File: config.mk
export PLATFORM = sky130hd
export DESIGN_NAME = cdt_display_timing
export DESIGN_NICKNAME = d
export VERILOG_FILES = /design/src/cdt_pkg.sv /design/src/cdt_display_timing.sv
export SDC_FILE = /design/constraint.sdc
export NUM_CORES = 1
export LEC_CHECK = 0
export ABC_CLOCK_PERIOD_IN_PS = 7650
export BUFFER_PORTS_ARGS = -buffer_cell sky130_fd_sc_hd__clkbuf_2
export CAP_MARGIN = 10
export CORE_ASPECT_RATIO = 0.7
export CORE_MARGIN = 5
export CORE_UTILIZATION = 55
export DETAILED_ROUTE_END_ITERATION = 10
export PLACE_DENSITY = 0.77
export RECOVER_POWER = 50
export SYNTH_ARGS = -nofsm -noshare
export SYNTH_HDL_FRONTEND = slang
export SYNTH_SLANG_ARGS = --single-unit
File: constraint.sdc
create_clock -name mclk -period 7.65 [get_ports mclk]
set_input_delay 0.765 -clock mclk [delete_from_list [all_inputs] [get_ports mclk]]
set_output_delay 0.765 -clock mclk [all_outputs]
set_load 0.03 [all_outputs]
File: src/cdt_pkg.sv
// Constants, register map and carrier types of the cell-based display timing block.
package cdt_pkg;
	// ----------------------------------------------------------------
	// Host register offsets (byte offsets inside the 16-byte window)
	// ----------------------------------------------------------------
	localparam logic [3:0] OFS_X = 4'h0;
	localparam logic [3:0] OFS_Y = 4'h2;
	localparam logic [3:0] OFS_DATA = 4'h4;
	localparam logic [3:0] OFS_STAT_CTL1 = 4'h6;
	localparam logic [3:0] OFS_PARAM_SEL = 4'hc;
	localparam logic [3:0] OFS_PARAM_DATA = 4'he;
	// ----------------------------------------------------------------
	// Indirect timing parameter indices
	// ----------------------------------------------------------------
	localparam logic [4:0] IDX_HTOTAL = 5'h00;
	localparam logic [4:0] IDX_HDISP = 5'h01;
	localparam logic [4:0] IDX_HSYNCPOS = 5'h02;
	localparam logic [4:0] IDX_SYNCW = 5'h03;
	localparam logic [4:0] IDX_VTOTAL = 5'h04;
	localparam logic [4:0] IDX_VADJ = 5'h05;
	localparam logic [4:0] IDX_VDISP = 5'h06;
	localparam logic [4:0] IDX_VSYNCPOS = 5'h07;
	localparam logic [4:0] IDX_SCANMODE = 5'h08;
	localparam logic [4:0] IDX_LINESROW = 5'h09;
	localparam logic [4:0] IDX_STARTHI = 5'h0c;
	localparam logic [4:0] IDX_STARTLO = 5'h0d;
	// ----------------------------------------------------------------
	// Field positions and reset values
	// ----------------------------------------------------------------
	localparam int CTL1_CLIP_BIT = 1;
	localparam int CTL1_XZOOM_LSB = 11;
	localparam int CTL1_YZOOM_LSB = 14;
	localparam int STAT_BUSY_BIT = 15;
	localparam int SYNCW_H_LSB = 0;
	localparam int SYNCW_V_LSB = 4;
	localparam int CLIP_LSB = 9;
	localparam int COORD_W = 12;
	localparam int CELL_LAST = 7;
	localparam logic [15:0] REG16_RST = 16'h0000;
	localparam logic [7:0] REG8_RST = 8'h00;
	// ----------------------------------------------------------------
	// Carrier types
	// ----------------------------------------------------------------
	typedef struct packed {
		logic wr;
		logic rd;
		logic [3:0] addr;
		logic [15:0] wdata;
	} cdt_host_req_t;
	typedef struct packed {
		logic req;
		logic we;
		logic [17:0] addr;
		logic [3:0] wdata;
	} cdt_mem_req_t;
	typedef struct packed {
		logic dotEn;
		logic hSync;
		logic vSync;
		logic dispEn;
		logic [13:0] cellAddr;
		logic [2:0] pixCol;
		logic [2:0] pixRow;
	} cdt_video_t;
	typedef enum logic [1:0] {
		ST_IDLE = 2'b00,
		ST_MEM = 2'b01,
		ST_WAIT = 2'b11
	} cdt_acc_state_t;
endpackage

File: src/cdt_display_timing.sv
// Cell-based raster timing generator with host pixel access port.
`timescale 1ns/1ns
// Summary of operation
// RULE1 - Dot enable rate is the master clock divided by the horizontal zoom factor.
// RULE2 - Cell enable fires once every eight dot enables.
// RULE3 - Counters work on 8x8 cells; pixel logic steps pixels inside a cell.
// RULE4 - Software loads horizontal total as line period in cells minus one.
// RULE5 - Active pixels shown only for horizontal displayed cells after line start.
// RULE6 - Software sets horizontal sync position midway in the blank interval.
// RULE7 - A cell row lasts vertical zoom times 8 lines; vertical total is rows minus one.
// RULE8 - Software derives vertical values from 33.334ms or 40.000ms frame periods.
// RULE9 - After the last cell row, vertical adjust extra lines precede the next frame.
// RULE10 - Vertical displayed gives the number of visible cell rows.
// RULE11 - Software sets vertical sync position midway in the blank rows.
// RULE12 - Lines per cell row is 8 times zoom minus one; rows repeat per zoom.
// RULE13 - Horizontal sync width in cells comes from sync width bits 0-3.
// RULE14 - Vertical sync width in lines comes from sync width bits 4-7.
// RULE15 - Host uses full word transfers only, never byte read-modify-write.
// RULE16 - Software writes every register once after power-up before initialising.
// RULE17 - X coordinate register holds a 12 bit pixel column address.
// RULE18 - With clipping on, X bits 9-11 nonzero block the memory access.
// RULE19 - Y holds 12 bits; with clipping on, bits 9-11 nonzero block access.
// RULE20 - Pixel data uses a strapped four-bit nibble of the data register.
// RULE21 - Data bits outside the pixel nibble are ignored on write, read zero.
// RULE22 - Status bit 15 reads one while preset or frame grab is busy.
// RULE23 - Clipping blocks nothing unless the clipping enable bit is one.
// RULE24 - Horizontal zoom field sits in control register bits 11-13.
// RULE25 - Vertical zoom field sits in control register bits 14-15.
// RULE26 - Syncs assert at the programmed position and last the programmed width.
// RULE27 - Each frame's refresh address starts at the display start cell.
module cdt_display_timing
	import cdt_pkg::*;
(
	input wire logic mclk, // 250 MHz master clock
	input wire logic sys_rst, // Asynchronous reset, active high
	input wire cdt_host_req_t hostReq, // One-cycle host read or write strobe
	output logic [15:0] hostRdata, // Read data, valid with hostAck
	output logic hostAck, // One-cycle answer to a taken request
	input wire logic [1:0] portNibbleStrap, // Pixel nibble position strap
	input wire logic presetGrabBusy, // Preset or frame grab in progress
	output cdt_mem_req_t memReq, // Display memory access request
	input wire logic [3:0] memRdata, // Memory data, one cycle after a read
	output cdt_video_t video // Raster timing outputs
);
	// ----------------------------------------------------------------
	// Host-visible registers
	// ----------------------------------------------------------------
	logic [15:0] xCoord_ff;
	logic [15:0] yCoord_ff;
	logic [15:0] ctl1_ff;
	logic [4:0] paramSel_ff;
	logic [7:0] hTotal_ff;
	logic [7:0] hDisp_ff;
	logic [7:0] hSyncPos_ff;
	logic [7:0] syncW_ff;
	logic [7:0] vTotal_ff;
	logic [7:0] vAdj_ff;
	logic [7:0] vDisp_ff;
	logic [7:0] vSyncPos_ff;
	logic [7:0] scanMode_ff;
	logic [7:0] linesRow_ff;
	logic [7:0] startHi_ff;
	logic [7:0] startLo_ff;
	logic [1:0] portSel_ff;
	logic strapTaken_ff;
	logic busy_ff;
	cdt_acc_state_t accState_ff;
	logic [15:0] hostRdata_ff;
	logic hostAck_ff;
	cdt_mem_req_t memReq_ff;

	logic reqTaken;
	logic clipped;
	logic [7:0] paramRead;
	logic [15:0] nibbleOut;
	logic [3:0] nibbleIn;

	assign reqTaken = (hostReq.wr || hostReq.rd) && (accState_ff == ST_IDLE);

	// Clipping only matters while enabled.
	assign clipped = ctl1_ff[CTL1_CLIP_BIT]
		&& ((|xCoord_ff[COORD_W-1:CLIP_LSB]) || (|yCoord_ff[COORD_W-1:CLIP_LSB])); // [RULE18] [RULE19] [RULE23]

	// Only the strapped nibble reaches memory; the other data bits read as zero.
	assign nibbleOut = {12'h000, memRdata} << {portSel_ff, 2'b00}; // [RULE20] [RULE21]
	assign nibbleIn = 4'(hostReq.wdata >> {portSel_ff, 2'b00}); // [RULE20]

	always_comb
	begin
		unique case (paramSel_ff)
			IDX_HTOTAL: paramRead = hTotal_ff;
			IDX_HDISP: paramRead = hDisp_ff;
			IDX_HSYNCPOS: paramRead = hSyncPos_ff;
			IDX_SYNCW: paramRead = syncW_ff;
			IDX_VTOTAL: paramRead = vTotal_ff;
			IDX_VADJ: paramRead = vAdj_ff;
			IDX_VDISP: paramRead = vDisp_ff;
			IDX_VSYNCPOS: paramRead = vSyncPos_ff;
			IDX_SCANMODE: paramRead = scanMode_ff;
			IDX_LINESROW: paramRead = linesRow_ff;
			IDX_STARTHI: paramRead = startHi_ff;
			IDX_STARTLO: paramRead = startLo_ff;
			default: paramRead = REG8_RST;
		endcase
	end

	// ----------------------------------------------------------------
	// Strap capture after reset release
	// ----------------------------------------------------------------
	always_ff @(posedge mclk or posedge sys_rst)
	begin
		if (sys_rst)
		begin
			portSel_ff <= 2'h0;
			strapTaken_ff <= 1'b0;
		end
		else if (!strapTaken_ff)
		begin
			portSel_ff <= portNibbleStrap; // [RULE20]
			strapTaken_ff <= 1'b1;
		end
	end

	always_ff @(posedge mclk or posedge sys_rst)
	begin
		if (sys_rst)
			busy_ff <= 1'b0;
		else
			busy_ff <= presetGrabBusy; // [RULE22]
	end

	// ----------------------------------------------------------------
	// Register writes
	// ----------------------------------------------------------------
	// Every write replaces the whole word; there are no byte lanes.
	always_ff @(posedge mclk or posedge sys_rst)
	begin
		if (sys_rst)
		begin
			xCoord_ff <= REG16_RST;
			yCoord_ff <= REG16_RST;
			ctl1_ff <= REG16_RST;
			paramSel_ff <= 5'h00;
		end
		else if (reqTaken && hostReq.wr)
		begin
			unique case (hostReq.addr)
				OFS_X: xCoord_ff <= {4'h0, hostReq.wdata[COORD_W-1:0]}; // [RULE17] [RULE15]
				OFS_Y: yCoord_ff <= {4'h0, hostReq.wdata[COORD_W-1:0]}; // [RULE19]
				OFS_STAT_CTL1: ctl1_ff <= hostReq.wdata; // [RULE24] [RULE25]
				OFS_PARAM_SEL: paramSel_ff <= hostReq.wdata[4:0];
				default: ;
			endcase
		end
	end

	always_ff @(posedge mclk or posedge sys_rst)
	begin
		if (sys_rst)
		begin
			hTotal_ff <= REG8_RST;
			hDisp_ff <= REG8_RST;
			hSyncPos_ff <= REG8_RST;
			syncW_ff <= REG8_RST;
			vTotal_ff <= REG8_RST;
			vAdj_ff <= REG8_RST;
			vDisp_ff <= REG8_RST;
			vSyncPos_ff <= REG8_RST;
			scanMode_ff <= REG8_RST;
			linesRow_ff <= REG8_RST;
			startHi_ff <= REG8_RST;
			startLo_ff <= REG8_RST;
		end
		else if (reqTaken && hostReq.wr && hostReq.addr == OFS_PARAM_DATA)
		begin
			unique case (paramSel_ff)
				IDX_HTOTAL: hTotal_ff <= hostReq.wdata[7:0];
				IDX_HDISP: hDisp_ff <= hostReq.wdata[7:0];
				IDX_HSYNCPOS: hSyncPos_ff <= hostReq.wdata[7:0];
				IDX_SYNCW: syncW_ff <= hostReq.wdata[7:0];
				IDX_VTOTAL: vTotal_ff <= hostReq.wdata[7:0];
				IDX_VADJ: vAdj_ff <= hostReq.wdata[7:0];
				IDX_VDISP: vDisp_ff <= hostReq.wdata[7:0];
				IDX_VSYNCPOS: vSyncPos_ff <= hostReq.wdata[7:0];
				IDX_SCANMODE: scanMode_ff <= hostReq.wdata[7:0];
				IDX_LINESROW: linesRow_ff <= hostReq.wdata[7:0];
				IDX_STARTHI: startHi_ff <= hostReq.wdata[7:0];
				IDX_STARTLO: startLo_ff <= hostReq.wdata[7:0];
				default: ;
			endcase
		end
	end

	// ----------------------------------------------------------------
	// Host access sequencing and pixel port
	// ----------------------------------------------------------------
	// A pixel read waits for the memory; other requests answer next cycle.
	always_ff @(posedge mclk or posedge sys_rst)
	begin
		if (sys_rst)
		begin
			accState_ff <= ST_IDLE;
			hostRdata_ff <= REG16_RST;
			hostAck_ff <= 1'b0;
			memReq_ff <= '0;
		end
		else
		begin
			hostAck_ff <= 1'b0;
			memReq_ff.req <= 1'b0;
			memReq_ff.we <= 1'b0;
			unique case (accState_ff)
				ST_IDLE:
				begin
					if (reqTaken && hostReq.rd && hostReq.addr == OFS_DATA)
					begin
						memReq_ff.req <= !clipped; // [RULE18] [RULE19]
						memReq_ff.addr <= {yCoord_ff[8:0], xCoord_ff[8:0]};
						accState_ff <= ST_MEM;
					end
					else if (reqTaken)
					begin
						hostAck_ff <= 1'b1;
						hostRdata_ff <= REG16_RST;
						if (hostReq.wr && hostReq.addr == OFS_DATA)
						begin
							memReq_ff.req <= !clipped; // [RULE23]
							memReq_ff.we <= 1'b1;
							memReq_ff.addr <= {yCoord_ff[8:0], xCoord_ff[8:0]};
							memReq_ff.wdata <= nibbleIn; // [RULE21]
						end
						else if (hostReq.rd && hostReq.addr == OFS_STAT_CTL1)
							hostRdata_ff[STAT_BUSY_BIT] <= busy_ff; // [RULE22]
						else if (hostReq.rd && hostReq.addr == OFS_PARAM_DATA)
							hostRdata_ff <= {8'h00, paramRead};
					end
				end
				ST_MEM:
					accState_ff <= ST_WAIT;
				ST_WAIT:
				begin
					accState_ff <= ST_IDLE;
					hostAck_ff <= 1'b1;
					hostRdata_ff <= clipped ? REG16_RST : nibbleOut; // [RULE21]
				end
			endcase
		end
	end

	// ----------------------------------------------------------------
	// Dot and cell enables
	// ----------------------------------------------------------------
	logic [2:0] dotDiv_ff;
	logic [2:0] pixCol_ff;
	logic dotEn;
	logic cellEn;
	logic [1:0] yShift;

	// Zoom field 0..7 means divide by 1..8, so compare against the field.
	assign dotEn = (dotDiv_ff >= ctl1_ff[CTL1_XZOOM_LSB +: 3]); // [RULE1] [RULE24]
	assign cellEn = dotEn && (pixCol_ff == 3'(CELL_LAST)); // [RULE2] [RULE3]
	assign yShift = ctl1_ff[CTL1_YZOOM_LSB +: 2] == 2'd3 ? 2'd2 : ctl1_ff[CTL1_YZOOM_LSB +: 2]; // [RULE25]

	always_ff @(posedge mclk or posedge sys_rst)
	begin
		if (sys_rst)
		begin
			dotDiv_ff <= 3'h0;
			pixCol_ff <= 3'h0;
		end
		else
		begin
			dotDiv_ff <= dotEn ? 3'h0 : dotDiv_ff + 3'h1; // [RULE1]
			if (dotEn)
				pixCol_ff <= pixCol_ff + 3'h1; // [RULE3]
		end
	end

	// ----------------------------------------------------------------
	// Horizontal and vertical counters
	// ----------------------------------------------------------------
	logic [7:0] hCnt_ff;
	logic [7:0] rowCnt_ff;
	logic [4:0] scanLn_ff;
	logic [7:0] adjCnt_ff;
	logic inAdj_ff;
	logic [13:0] rowBase_ff;
	logic [3:0] vLeft_ff;
	logic lineEnd;
	logic rowEnd;
	logic frameEnd;
	logic [7:0] nxtRowCnt;

	assign lineEnd = cellEn && (hCnt_ff == hTotal_ff); // [RULE4]
	assign rowEnd = !inAdj_ff && (scanLn_ff == linesRow_ff[4:0]); // [RULE7] [RULE12]
	assign frameEnd = inAdj_ff ? (adjCnt_ff + 8'h01 >= vAdj_ff)
		: (rowEnd && rowCnt_ff == vTotal_ff && vAdj_ff == REG8_RST); // [RULE9]
	assign nxtRowCnt = rowCnt_ff + 8'h01;

	always_ff @(posedge mclk or posedge sys_rst)
	begin
		if (sys_rst)
			hCnt_ff <= 8'h00;
		else if (cellEn)
			hCnt_ff <= lineEnd ? 8'h00 : hCnt_ff + 8'h01; // [RULE3]
	end

	always_ff @(posedge mclk or posedge sys_rst)
	begin
		if (sys_rst)
		begin
			rowCnt_ff <= 8'h00;
			scanLn_ff <= 5'h00;
			adjCnt_ff <= 8'h00;
			inAdj_ff <= 1'b0;
			rowBase_ff <= 14'h0000;
		end
		else if (lineEnd)
		begin
			if (frameEnd)
			begin
				rowCnt_ff <= 8'h00;
				scanLn_ff <= 5'h00;
				inAdj_ff <= 1'b0;
				rowBase_ff <= {startHi_ff[5:0], startLo_ff}; // [RULE27]
			end
			else if (inAdj_ff)
				adjCnt_ff <= adjCnt_ff + 8'h01; // [RULE9]
			else if (rowEnd)
			begin
				scanLn_ff <= 5'h00;
				if (rowCnt_ff == vTotal_ff)
				begin
					inAdj_ff <= 1'b1; // [RULE9]
					adjCnt_ff <= 8'h00;
				end
				else
				begin
					rowCnt_ff <= nxtRowCnt; // [RULE7]
					rowBase_ff <= rowBase_ff + {6'h00, hDisp_ff};
				end
			end
			else
				scanLn_ff <= scanLn_ff + 5'h01;
		end
	end

	// Vertical sync counts whole lines from the first line of its row.
	always_ff @(posedge mclk or posedge sys_rst)
	begin
		if (sys_rst)
			vLeft_ff <= 4'h0;
		else if (lineEnd)
		begin
			if (rowEnd && !frameEnd && rowCnt_ff != vTotal_ff && nxtRowCnt == vSyncPos_ff)
				vLeft_ff <= syncW_ff[SYNCW_V_LSB +: 4]; // [RULE14] [RULE26]
			else if (frameEnd && vSyncPos_ff == REG8_RST)
				vLeft_ff <= syncW_ff[SYNCW_V_LSB +: 4]; // [RULE26]
			else if (vLeft_ff != 4'h0)
				vLeft_ff <= vLeft_ff - 4'h1;
		end
	end

	// ----------------------------------------------------------------
	// Registered video outputs
	// ----------------------------------------------------------------
	logic [7:0] hOff;
	logic hSyncNow;
	logic [4:0] pixRowFull;
	cdt_video_t video_ff;

	assign hOff = hCnt_ff - hSyncPos_ff;
	assign hSyncNow = (hCnt_ff >= hSyncPos_ff)
		&& (hOff < {4'h0, syncW_ff[SYNCW_H_LSB +: 4]}); // [RULE13] [RULE26]
	assign pixRowFull = scanLn_ff >> yShift; // [RULE12]

	always_ff @(posedge mclk or posedge sys_rst)
	begin
		if (sys_rst)
			video_ff <= '0;
		else
		begin
			video_ff.dotEn <= dotEn;
			video_ff.hSync <= hSyncNow;
			video_ff.vSync <= vLeft_ff != 4'h0;
			video_ff.dispEn <= (hCnt_ff < hDisp_ff) && (rowCnt_ff < vDisp_ff) && !inAdj_ff; // [RULE5] [RULE10]
			video_ff.cellAddr <= rowBase_ff + {6'h00, hCnt_ff}; // [RULE27]
			video_ff.pixCol <= pixCol_ff;
			video_ff.pixRow <= pixRowFull[2:0];
		end
	end

	assign hostRdata = hostRdata_ff;
	assign hostAck = hostAck_ff;
	assign memReq = memReq_ff;
	assign video = video_ff;
endmodule // cdt_display_timing

Word-level counts from Yosys, hierarchy flattened
Index checks and enable logic that the tools add are counted.
{ "totals": {"ff_bits": 266, "in_bits": 31, "out_inout_bits": 65, "word_cells": 203} }
{ "op_classes": {"add_sub_neg": 10, "n_lt_le_gt_ge": 6, "n_eq_ne": 30, "shifts": 3, "muxes": 46, "n_bitwise": 2, "n_reduce_logical": 64} }
{ "ops": {"columns": ["operator", "count"], "rows": [
  ["8-bit case mux with 12 select lines", 1],
  ["24-bit 2-to-1 mux", 3],
  ["8-bit 2-to-1 mux", 9],
  ["16-bit 2-to-1 mux", 4],
  ["14-bit 2-to-1 mux", 4],
  ["2-bit AND reduction", 18],
  ["16-bit case mux with 2 select lines", 1],
  ["14-bit by 8-bit adder with 14-bit output", 2],
  ["8-bit by 1-bit adder with 8-bit output (second input constant)", 3],
  ["8-bit == test", 3],
  ["1-bit logical AND", 21],
  ["5-bit by 3-bit == test with 1-bit output (second input constant)", 4],
  ["5-bit by 4-bit == test with 1-bit output (second input constant)", 4],
  ["18-bit 2-to-1 mux", 1],
  ["8-bit greater-or-equal comparator", 2],
  ["8-bit zero test", 2],
  ["8-bit < comparator", 2],
  ["4-bit 2-to-1 mux", 4],
  ["4-bit by 4-bit left shift with 16-bit output", 1],
  ["16-bit by 4-bit >> shifter with 4-bit output", 1],
  ["15-bit 2-to-1 mux", 1],
  ["5-bit 2-to-1 mux", 3],
  ["4-bit AND reduction", 3],
  ["2-bit nonzero test", 6],
  ["34 further kinds", 58]
]} }

Longest topological paths before layout
Gate-level depths: netlist of run 1.
{ "logic_depth": {"ltp_word": 11, "depth_mapped": 14, "depth_no_buf": 12} }

Least setup slack after synthesis of run 1
Ideal clock, no wire load.
{ "synth_path": {"path_kind": "register -> register", "startpoint": "register adjCnt_ff[4]", "endpoint": "register rowBase_ff[5]", "setup_time_ns": 0.082, "t_arrival_ns": 2.861, "required_ns": 7.568, "setup_slack_ns": 4.707, "path_stages_with_launch": 14, "path_buffers": 1, "period_less_slack_ns": 2.943, "cell_sequence": "dfrtp_1 and3_1 and3_1 and3_1 xor2_1 ha_1 a21oi_1 nand2_1 o21a_1 o31a_1 nor2_1 clkbuf_1 nand3_1 a31oi_1"} }
{ "synth_via": {"elab_chain_cells": 5, "elab_cells_between_ends": 8, "classes_between": "add/sub (1); order compare (1); eq/ne (2); mux (2); reduce/logical (2)"} }
{ "synth_lines": {"columns": ["element", "line", "rtl"], "rows": [
  ["from (decl)", "cdt_display_timing.sv:285", "logic [7:0] adjCnt_ff;"],
  ["from (signal assigned)", "cdt_display_timing.sv:328", "adjCnt_ff <= adjCnt_ff + 8'h01;"],
  ["8-bit by 1-bit adder with 8-bit output *", "cdt_display_timing.sv:296", "assign frameEnd = inAdj_ff ? (adjCnt_ff + 8'h01 >= vAdj_ff)"],
  ["8-bit greater-or-equal comparator *", "cdt_display_timing.sv:296", null],
  ["1-bit 2-to-1 mux *", "cdt_display_timing.sv:296", null],
  ["2-bit inequality test (no line), or another cell as far along", null, null],
  ["4-bit AND reduction (no line)", null, null],
  ["to (signal assigned)", "cdt_display_timing.sv:325", "rowBase_ff <= {startHi_ff[5:0], startLo_ff};"],
  ["to (signal assigned)", "cdt_display_timing.sv:340", "rowBase_ff <= rowBase_ff + {6'h00, hDisp_ff};"],
  ["to (decl)", "cdt_display_timing.sv:287", "logic [13:0] rowBase_ff;"]
]} }
Every way passes the cells marked *; elsewhere a longest branch is shown, timed or not.
A chain may end at the register's enable or synchronous reset.

==> results of run 1 <==
[registers in the layout, summed over array words and instances (netlist names), 12 cells and up]
name and cells:
video 24, xCoord_ff 12, memReq 24, hostRdata 16, yCoord_ff 12, rowBase_ff 14
[layout make-up]
| class | instances | area [um^2] |
|---|---|---|
| Sequential cell | 256 | 6410 |
| Tap cell | 318 | 398 |
| Multi-Input combinational cell | 858 | 6280 |
| Clock inverter | 5 | 53.8 |
| Timing Repair Buffer | 107 | 475 |
| Fill cell | 1933 | 8990 |
| Clock buffer | 36 | 727 |
| Inverter | 67 | 255 |
[per-layer routing]
layer,GRT usage [%],wire length [um],up-vias
met5,0,13,-
met4,5.84,839,2
met3,6.28,3410,72
met2,39.4,15900,417
met1,40.5,16500,5096
li1,-,-,4561
[stage by stage]
stage	std cells	cell area, um^2	power (mW)	hold WS [ns]	setup WS [ns]
after floorplan	1236	13200	2.69	0.374	3.51
after global placement	1605	13900	3.01	0.383	3.85
after detailed placement	1605	13900	3.05	0.401	3.68
after CTS	1646	14700	4.27	0.333	3.67
after global routing	1647	14600	4.48	0.331	2.00
final	1647	14600	4.25	0.343	3.03
[critical path: cells and delay by family]
family	cells	cell delay, ns
buffers and inverters	4	4.27
[final timing paths]
| kind | start | to | depth (start not counted) |
|---|---|---|---|
| max | sys_rst | adjCnt_ff[2]$_DFFE_PP0P_ | 4 |
| min | presetGrabBusy | busy_ff$_DFF_PP0_ | 1 |
| max reg2reg | adjCnt_ff[4]$_DFFE_PP0P_ | rowCnt_ff[0]$_DFFE_PP0P_ | 12 |
| min reg2reg | pixCol_ff[2]$_DFFE_PP0N_ | video[5]$_DFF_PP0_ | 0 |
| max in group mclk | adjCnt_ff[4]$_DFFE_PP0P_ | rowCnt_ff[0]$_DFFE_PP0P_ | 12 |
| min in group asynchronous | sys_rst | portSel_ff[0]$_DFFE_PP0N_ | 3 |
[layout by cell type, fill, tap and decap left out, types with 5 or more instances in the layout]
cell | netlist | layout
nand2b_1 | 9 | 9
nand2_1 | 121 | 121
a211oi_1 | 6 | 6
dfrtp_1 | 256 | 256
nor2b_1 | 13 | 13
buf_4 | 0 | 10
mux2i_1 | 6 | 6
nor3b_1 | 5 | 5
inv_1 | 67 | 66
nor3_1 | 29 | 29
a22o_1 | 20 | 20
xnor2_1 | 39 | 39
clkbuf_16 | 0 | 25
ha_1 | 64 | 64
nand4_1 | 9 | 9
a221oi_1 | 13 | 13
o21ai_0 | 80 | 80
xor2_1 | 26 | 26
nor4_1 | 8 | 8
clkbuf_2 | 0 | 29
clkbuf_1 | 46 | 73
a21o_1 | 14 | 14
mux2_2 | 125 | 125
nand3_1 | 29 | 29
and2_1 | 7 | 7
nor2_1 | 66 | 66
o211ai_1 | 8 | 8
clkbuf_8 | 0 | 6
a31oi_1 | 15 | 15
a22oi_1 | 17 | 17
a21oi_1 | 41 | 41
and3_1 | 11 | 11
[synthesized netlist by cell type, drive strengths merged (4+ instances only)]
cell type	number
xor2	26
nor3	32
o21bai	4
nor4	9
nor2b	13
a2bb2oi	4
a21oi	41
nand2b	9
nand2	121
nand4	9
clkbuf	46
ha	64
nor2	66
nand3	29
a21o	14
xnor2	39
a32oi	4
o22ai	4
nor3b	5
a22oi	17
a221oi	13
mux2i	6
dfrtp	256
mux2	125
a22o	20
o211ai	8
inv	67
buf	9
and3	11
and2	8
o31ai	4
o21ai	80
a211oi	6
or2	4
a31oi	15
mux4	4
[kinds of logic after synthesis]
kind of cell	Yosys count	share of synthesized area (%)
and+or+nand+nor	334	12.2
AOI/OAI and AO/OA	256	12.8
DFF	256	48.7
muxes	135	11.8
buffers and inverters	122	3.65
adders and majority gates	67	6.54
xor gates and xnor gates	65	4.32
other	1	0.0285
[power by group]
group,internal (mW),switching (mW)
sequential,1.59,0.209
clock,0.688,0.530
combinational,0.447,0.789
==> results.py, run 1 <==
metrics = {
    "status": {
        "outcome": "finished with violations",
        "violations": "max-capacitance violations, max-slew violations",
    },
    "layout": {
        "final_util_pct": 61.9,
        "diodes": 0,
        "syn_to_final_growth_pct": 10.9,
        "layout.nets": 1413,
        "drive_gt1_share_pct": 16.4,
    },
    "placed_design": {
        "place_hpwl_um": 25800,
        "io_buffers": 95,
        "place_congestion": 0.971,
    },
    "timing": {
        "final.min_clock_period_ns": 4.62,
        "slew_violations": 172,
        "finalSetupViolCount": 0,
        "finalCritPeriodShare_pct": 60.4,
        "skew_ns": 0.0113,
        "max_freq_mhz": 217,
        "hold_violations": 0,
        "tightest_slew_ns": 4.27,
        "tns_ns": 0,
        "max_slew_margin_pct": -184,
        "rsz0062_at_grt": "false",
    },
    "route": {
        "viasPerCell": 6.16,
        "drt_iter0_drc": 1084,
        "remaining_drc_errors": 0,
        "wl_per_cell_um": 22.3,
        "ant_nets": 0,
        "firstDrtPassIters": 6,
        "vias": 10100,
        "routed_wl_um": 36700,
    },
    "setup_path": {
        "cp_cell_sequence": "clkbuf_1, clkinvlp_4, clkbuf_2, buf_4",
        "start_kind": "primary input",
        "r2r_setup_slack_ns": 3.63,
        "cpPeakStageDelay_ns": 2.93,
        "required_ns": 8.15,
        "worst-path-max-fanout": 171,
        "critPathKind": "primary input to async pin",
        "critical_path_arrival_ns": 5.11,
        "cpMaxStageDelayCell": "clkbuf_2",
        "worstSetupEndpointType": "async pin",
    },
    "die": {
        "start_util_pct": 55.8,
        "fp.dieH_um": 139,
        "dieArea_um2": 27200,
        "row_count": 47,
        "io_pins": 96,
        "core_um2": 23600,
        "die_x_um": 195,
    },
    "cts": {
        "cts_hold_buf": 0,
        "clkLatencyLatePin_ns": 0.53,
        "cts.sinks": 256,
        "path_clk_slew_ns": 0.06,
        "cts_resized": 0,
        "clk_path_buf_depth": 3,
        "cts_tree": "built",
        "cts_buffers": 25,
        "postCtsSetupBuffers": 0,
        "cts-root-buf": "clkbuf_16",
        "h-tree-depth": 1,
    },
    "logic_synthesis": {
        "yosysSeqAreaShare_pct": 48.7,
        "yosysTopAreaCellShare_pct": 48.7,
        "syn-cell-area_um2": 13200,
        "syn-num-nets": 1334,
        "synth-main-ff-cell": "dfrtp_1",
        "ys_warn_count": 0,
        "synth_area_leaders": "dfrtp_1 (49%), mux2_2 (11%), ha_1 (6.1%)",
        "synth.distinct_cells": 66,
        "syn_inst": 1236,
        "syn_avg_cell_area_um2": 10.7,
        "synth_top_cell_by_area": "dfrtp_1",
        "synth_edf_count": 0,
        "ys_ff_latch": 256,
        "async_flop_share_pct": 100,
    },
    "global_routing": {
        "track_usage_pct": 26.7,
        "grt_max_degree": 172,
        "grt_pass1_vias": 10100,
        "grt_pass1_wl_um": 58300,
        "overflow": 0,
        "antenna_found_initial": 1,
    },
    "power_and_ir_drop": {
        "power_density_nw_per_um2": 291,
        "total_leakage_power_nw": 7.01,
        "vdd_drop_max_v": 0.000204,
    },
    "flow_run": {
        "max_cap_violations": 1,
    },
    "min_path": {
        "min_path_type": "primary input to flip-flop",
    },
}
No activity file was read; power rests on OpenSTA's default activity.
==> run 2, diff against run 1 <==
--- a/config.mk
+++ b/config.mk
@@ -5,7 +5,7 @@
 export SDC_FILE = /design/constraint.sdc
 export NUM_CORES = 1
 export LEC_CHECK = 0
-export ABC_CLOCK_PERIOD_IN_PS = 7650
+export ABC_CLOCK_PERIOD_IN_PS = 3900
 export BUFFER_PORTS_ARGS = -buffer_cell sky130_fd_sc_hd__clkbuf_2
 export CAP_MARGIN = 10
 export CORE_ASPECT_RATIO = 0.7
==> constraint.sdc (replaced) <==
create_clock -name mclk -period 3.9 [get_ports mclk]
set_input_delay 0.39 -clock mclk [delete_from_list [all_inputs] [get_ports mclk]]
set_output_delay 0.39 -clock mclk [all_outputs]
set_load 0.03 [all_outputs]
==> run 2 against run 1 <==
The flow still finishes with violations (max-capacitance violations, max-slew violations). Sequential power rose by 94%. Sequential share of layout area fell by 0.68 points. Register-to-register slack got worse by 3.0 ns. Setup slack got worse by 2.5 ns. Global-route usage fell by 0.12 points. Final cell count rose by 1.2%. Clock-buffer cell count did not move. Via count rose by 1.0%. Critical endpoint is now rowCnt_ff[0]$_DFFE_PP0P_. Largest power group unchanged. Highest routed layer unchanged.
==> results.py, run 2 (same netlist as run 1, synthesis figures left out) <==
metrics = {
    "status": {
        "violations": "max-capacitance violations, max-slew violations",
        "outcome": "finished with violations",
    },
    "timing": {
        "tns_ns": 0,
        "rsz0062_at_grt": "false",
        "tightest_slew_ns": 3.23,
        "final.min_clock_period_ns": 3.32,
        "fin_ws_ns": 0.582,
        "slew_violations": 259,
        "skew_ns": 0.0191,
        "hold_violations": 0,
        "max_slew_margin_pct": -115,
        "finalSetupViolCount": 0,
        "max_freq_mhz": 301,
        "finalCritPeriodShare_pct": 85.1,
    },
    "cts": {
        "postCtsSetupBuffers": 0,
        "cts-root-buf": "clkbuf_16",
        "h-tree-depth": 1,
        "cts_buffers": 25,
        "path_clk_slew_ns": 0.07,
        "clk_path_buf_depth": 3,
        "clkLatencyLatePin_ns": 0.53,
        "cts_tree": "built",
        "cts.sinks": 256,
    },
    "route": {
        "viasPerCell": 6.15,
        "remaining_drc_errors": 0,
        "routed_wl_um": 36200,
        "vias": 10300,
        "wl_per_cell_um": 21.7,
        "firstDrtPassIters": 5,
        "ant_nets": 0,
        "drt_iter0_drc": 948,
    },
    "global_routing": {
        "grt_max_degree": 132,
        "grt_pass1_vias": 10200,
        "track_usage_pct": 26.6,
        "overflow": 0,
        "antenna_found_initial": 1,
        "grt_pass1_wl_um": 57900,
    },
    "die": {
        "fp.dieH_um": 139,
        "io_pins": 96,
        "dieArea_um2": 27200,
        "row_count": 47,
        "die_x_um": 195,
        "start_util_pct": 55.8,
        "core_um2": 23600,
    },
    "setup_path": {
        "start_kind": "flip-flop",
        "worstSetupEndpointType": "flip-flop",
        "r2r_setup_slack_ns": 0.58,
        "critical_path_arrival_ns": 3.77,
        "worst-path-max-fanout": 19,
        "critPathKind": "flip-flop to flip-flop",
        "crit-reg2reg-capture": "rowCnt_ff[0]$_DFFE_PP0P_",
        "reg2reg_depth": 13,
        "required_ns": 4.35,
        "worstReg2RegStart": "adjCnt_ff[4]$_DFFE_PP0P_",
    },
    "layout": {
        "diodes": 0,
        "drive_gt1_share_pct": 21.1,
        "final_cell_mix": "dfrtp_1 (256), mux2_2 (125), nand2_1 (121), o21ai_0 (80), clkbuf_2 (77)",
        "syn_to_final_growth_pct": 12.6,
        "layout.nets": 1430,
        "nFillCells": 1882,
        "layout.cells.most_common": "dfrtp_1",
        "post-route-cell-area_um2": 14800,
    },
    "min_path": {
        "whs_endpoint": "portSel_ff[1]$_DFFE_PP0N_",
        "hold_depth": 2,
        "min_path_type": "primary input to flip-flop",
        "hp-start": "portNibbleStrap[1]",
    },
    "placed_design": {
        "place_ws_ns": 0.666,
        "place_congestion": 0.973,
        "place_hpwl_um": 26400,
        "dpl_cell_area_um2": 14000,
        "io_buffers": 95,
    },
    "power_and_ir_drop": {
        "clkPwrFrac_pct": 29.0,
        "p_sw_mw": 3.00,
        "total_leakage_power_nw": 7.28,
        "vdd_drop_max_v": 0.000396,
        "pwr-share-comb_pct": 29.8,
        "p_int_mw": 5.46,
        "power_density_nw_per_um2": 571,
        "sw_frac_of_total_pct": 35.5,
        "p_seq_share_pct": 41.2,
    },
    "flow_run": {
        "max_cap_violations": 3,
    },
}
[run 2: worst max path at each step]
stage	start	to	slack (ns)	cells after the start
finish	adjCnt_ff[4]$_DFFE_PP0P_	rowCnt_ff[0]$_DFFE_PP0P_	0.58	13
global route	sys_rst	video[5]$_DFF_PP0_	0.21	3
detailed placement	adjCnt_ff[4]$_DFFE_PP0P_	rowCnt_ff[4]$_DFFE_PP0P_	0.67	13
global placement	adjCnt_ff[4]$_DFFE_PP0P_	rowCnt_ff[4]$_DFFE_PP0P_	0.76	14
CTS	adjCnt_ff[4]$_DFFE_PP0P_	rowCnt_ff[0]$_DFFE_PP0P_	0.61	13
floorplan	sys_rst	accState_ff[0]$_DFFE_PP0P_	0.14	1
[run 2: power groups by stage]
stage | Clock, mW | Sequential (mW) | Combinational [mW]
floorplan | 0 | 3.71 | 1.55
global placement | 0 | 3.50 | 2.45
detailed placement | 0 | 3.52 | 2.51
CTS | 2.47 | 3.48 | 2.53
global route | 2.61 | 3.54 | 2.76
finish | 2.45 | 3.49 | 2.52
[run 2: metal layers]
metal,part of all wire [%],wire length [um],GRT usage [%]
met5,0.033,12,0.176
met4,2.5,923,6.76
met3,11,4050,8.84
met2,42,15300,37.6
met1,44,16000,39.6
[run 2: cell type report]
type,count,area (um^2),area share (%)
Multi-Input combinational cell,858,6280,42.4
Sequential cell,256,6410,43.2
Tap cell,318,398,2.68
Inverter,67,255,1.72
Clock buffer,36,727,4.90
Clock inverter,8,96.3,0.650
Timing Repair Buffer,124,662,4.46
[run 2: stage by stage]
stage	cells	power (mW)	hold slack, ns	utilization [%]
global route	1667	8.91	0.105	62.9
floorplan	1236	5.27	0.374	-
detailed placement	1622	6.03	0.392	59.5
CTS	1667	8.47	0.0969	63.1
finish	1667	8.46	0.102	62.9
global placement	1622	5.95	0.381	59.5
[run 2: worst max-delay path, stage by stage, from the launching register on]
cell	delay [ns]
dfrtp_1	0.41
and3_1	0.20
and3_1	0.19
and3_1	0.19
xor2_1	0.15
ha_1	0.32
a21oi_1	0.15
nand2_1	0.11
o21a_1	0.22
o31ai_2	0.06
buf_4	0.28
nand2_1	0.25
nor2_1	0.46
mux2_2	0.24
[run 2: timing repair]
item / 4_1_cts / 5_1_grt
resized for setup: 0 / 0
endpoints found under the hold margin: 1 / 0
hold buffers: 1 / 0
==> run 3, diff against run 2 <==
--- a/config.mk
+++ b/config.mk
@@ -8,12 +8,14 @@
 export ABC_CLOCK_PERIOD_IN_PS = 3900
 export BUFFER_PORTS_ARGS = -buffer_cell sky130_fd_sc_hd__clkbuf_2
 export CAP_MARGIN = 10
+export CELL_PAD_IN_SITES_DETAIL_PLACEMENT = 1
+export CELL_PAD_IN_SITES_GLOBAL_PLACEMENT = 1
 export CORE_ASPECT_RATIO = 0.7
 export CORE_MARGIN = 5
-export CORE_UTILIZATION = 55
+export CORE_UTILIZATION = 44
 export DETAILED_ROUTE_END_ITERATION = 10
 export PLACE_DENSITY = 0.77
-export RECOVER_POWER = 50
+export RECOVER_POWER = 25
 export SYNTH_ARGS = -nofsm -noshare
 export SYNTH_HDL_FRONTEND = slang
 export SYNTH_SLANG_ARGS = --single-unit
==> run 3 against run 2 <==
The run still ends with max-capacitance violations, max-slew violations left. Global-route usage down 1.3 points. Setup slack worse by 0.13 ns. Flip-flop and latch count unchanged. Via count up 1.5%. Critical endpoint is now adjCnt_ff[5]$_DFFE_PP0P_. Largest cell class unchanged.
==> results.py, run 3 (same netlist as run 1, synthesis figures left out) <==
metrics = {
    "timing": {
        "hold_violations": 0,
        "rsz0062_at_grt": "false",
        "finalCritPeriodShare_pct": 88.5,
        "tns_ns": 0,
        "finalSetupViolCount": 0,
        "max_slew_margin_pct": -33.7,
        "slew_violations": 226,
        "fin_ws_ns": 0.450,
        "hold_ws_ns": 0.0803,
        "tightest_slew_ns": 2.01,
        "skew_ns": 0.0126,
        "max_freq_mhz": 290,
        "final.min_clock_period_ns": 3.45,
    },
    "setup_path": {
        "worst-path-buf-inv": 1,
        "cp_top_family": "compound AO/OA/AOI/OAI gates",
        "cpMaxStageDelayCell": "o31ai_4",
        "critPathKind": "flip-flop to flip-flop",
        "cp_cell_sequence": "and3_1, and3_1, and3_1, xor2_1, ha_1, a21oi_1, nand2_1, o31ai_4, buf_4, o2111ai_1, o21bai_1, a21o_1",
        "start_kind": "flip-flop",
        "cpPeakStageDelay_ns": 0.49,
        "required_ns": 4.34,
        "worstSetupEndpointType": "flip-flop",
        "crit_top_cell": "and3_1",
        "worst-path-max-fanout": 12,
        "critical_path_arrival_ns": 3.89,
        "worst-path-stages": 12,
        "reg2reg_depth": 12,
    },
    "power_and_ir_drop": {
        "vdd_drop_max_v": 0.000412,
        "power_density_nw_per_um2": 593,
        "total_leakage_power_nw": 7.37,
    },
    "layout": {
        "layout.nets": 1431,
        "final_util_pct": 50.5,
        "seq_area_um2": 6410,
        "layout.cells.most_common": "dfrtp_1",
        "stdcell_count": 1738,
        "nFillCells": 3253,
        "diodes": 0,
        "final_cell_mix": "dfrtp_1 (256), mux2_2 (125), nand2_1 (120), clkbuf_2 (96), o21ai_0 (80)",
        "drive_gt1_share_pct": 22.4,
        "multi_input_area_um2": 6290,
        "syn_to_final_growth_pct": 14.2,
    },
    "die": {
        "core_um2": 29800,
        "dieArea_um2": 33500,
        "die_x_um": 217,
        "io_pins": 96,
        "start_util_pct": 44.2,
        "row_count": 53,
        "fp.dieH_um": 155,
    },
    "min_path": {
        "min_path_type": "primary input to flip-flop",
        "hold_depth": 2,
    },
    "placed_design": {
        "placedCellCount": 1688,
        "place_hpwl_um": 30400,
        "place_ws_ns": 0.183,
        "io_buffers": 95,
        "place_congestion": 0.925,
    },
    "route": {
        "routed_wl_um": 41800,
        "ant_nets": 0,
        "viasPerCell": 5.98,
        "drt_iter0_drc": 1020,
        "firstDrtPassIters": 5,
        "remaining_drc_errors": 0,
        "wl_per_cell_um": 24.0,
        "vias": 10400,
    },
    "flow_run": {
        "max_cap_violations": 4,
    },
    "cts": {
        "cts_buffers": 27,
        "h-tree-depth": 1,
        "cts-root-buf": "clkbuf_16",
        "clkLatencyLatePin_ns": 0.56,
        "clk_path_buf_depth": 3,
        "cts.sinks": 256,
        "path_clk_slew_ns": 0.06,
        "cts_tree": "built",
    },
    "global_routing": {
        "grt_max_degree": 76,
        "antenna_found_initial": 1,
        "grt_pass1_wl_um": 66700,
        "grt_pass1_vias": 11200,
        "overflow": 0,
        "track_usage_pct": 25.3,
    },
    "status": {
        "violations": "max-capacitance violations, max-slew violations",
        "outcome": "finished with violations",
    },
}
-- run 3: changes by cell type in the layout (fill, tap and decap cells not counted), moves of 2 or more --
cell and delta:
clkbuf_16 +2, clkinv_2 -2, clkbuf_8 -3, buf_4 -4
bufinv_16 +3, clkbuf_1 -13, clkbuf_2 +19
-- run 3: layout make-up --
type | instances | share of cell area, %
clock inverters | 11 | 1.28
repair buffers | 123 | 4.43
clock buffers | 38 | 4.97
multi-input cells | 858 | 41.8
flip-flops and latches | 256 | 42.6
well taps | 385 | 3.20
inverters | 67 | 1.68
-- run 3: through the flow --
stage               area (um^2)  power (mW)
floorplan                 13200        5.27
global placement          14100        6.00
detailed placement        14100        6.13
CTS                       15100        8.96
global route              15000        9.39
finish                    15000        8.91
-- run 3: power breakdown --
group	switching, mW	internal (mW)
clock network	1.13	1.67
registers	0.419	3.11
logic	1.64	0.942
-- run 3: routing by layer --
metal	vias to the layer above	GRT usage, %	routed length, um
met5	-	0	0
li1	4606	-	-
met4	0	4.33	689
met2	334	38.6	18600
met3	60	7.06	3700
met1	5399	36.8	18800
-- run 3: worst paths after layout --
check / startpoint / endpoint / slack (ns)
max: adjCnt_ff[0]$_DFFE_PP0P_ / adjCnt_ff[5]$_DFFE_PP0P_ / 0.45
min: portNibbleStrap[0] / portSel_ff[0]$_DFFE_PP0N_ / 0.08
max reg2reg: adjCnt_ff[0]$_DFFE_PP0P_ / adjCnt_ff[5]$_DFFE_PP0P_ / 0.45
min reg2reg: pixCol_ff[1]$_DFFE_PP0N_ / video[4]$_DFF_PP0_ / 0.41
max in group asynchronous: sys_rst / rowCnt_ff[3]$_DFFE_PP0P_ / 0.96
min in group asynchronous: sys_rst / ctl1_ff[14]$_DFFE_PP0P_ / 0.27
-- run 3: timing repair --
| item | CTS | global route |
|---|---|---|
| hold buffers | 1 | 0 |
| resized for setup | 0 | 3 |
| hold endpoints to repair | 1 | 0 |
| setup buffers | 0 | 0 |
| setup endpoints to repair | 0 | 8 |
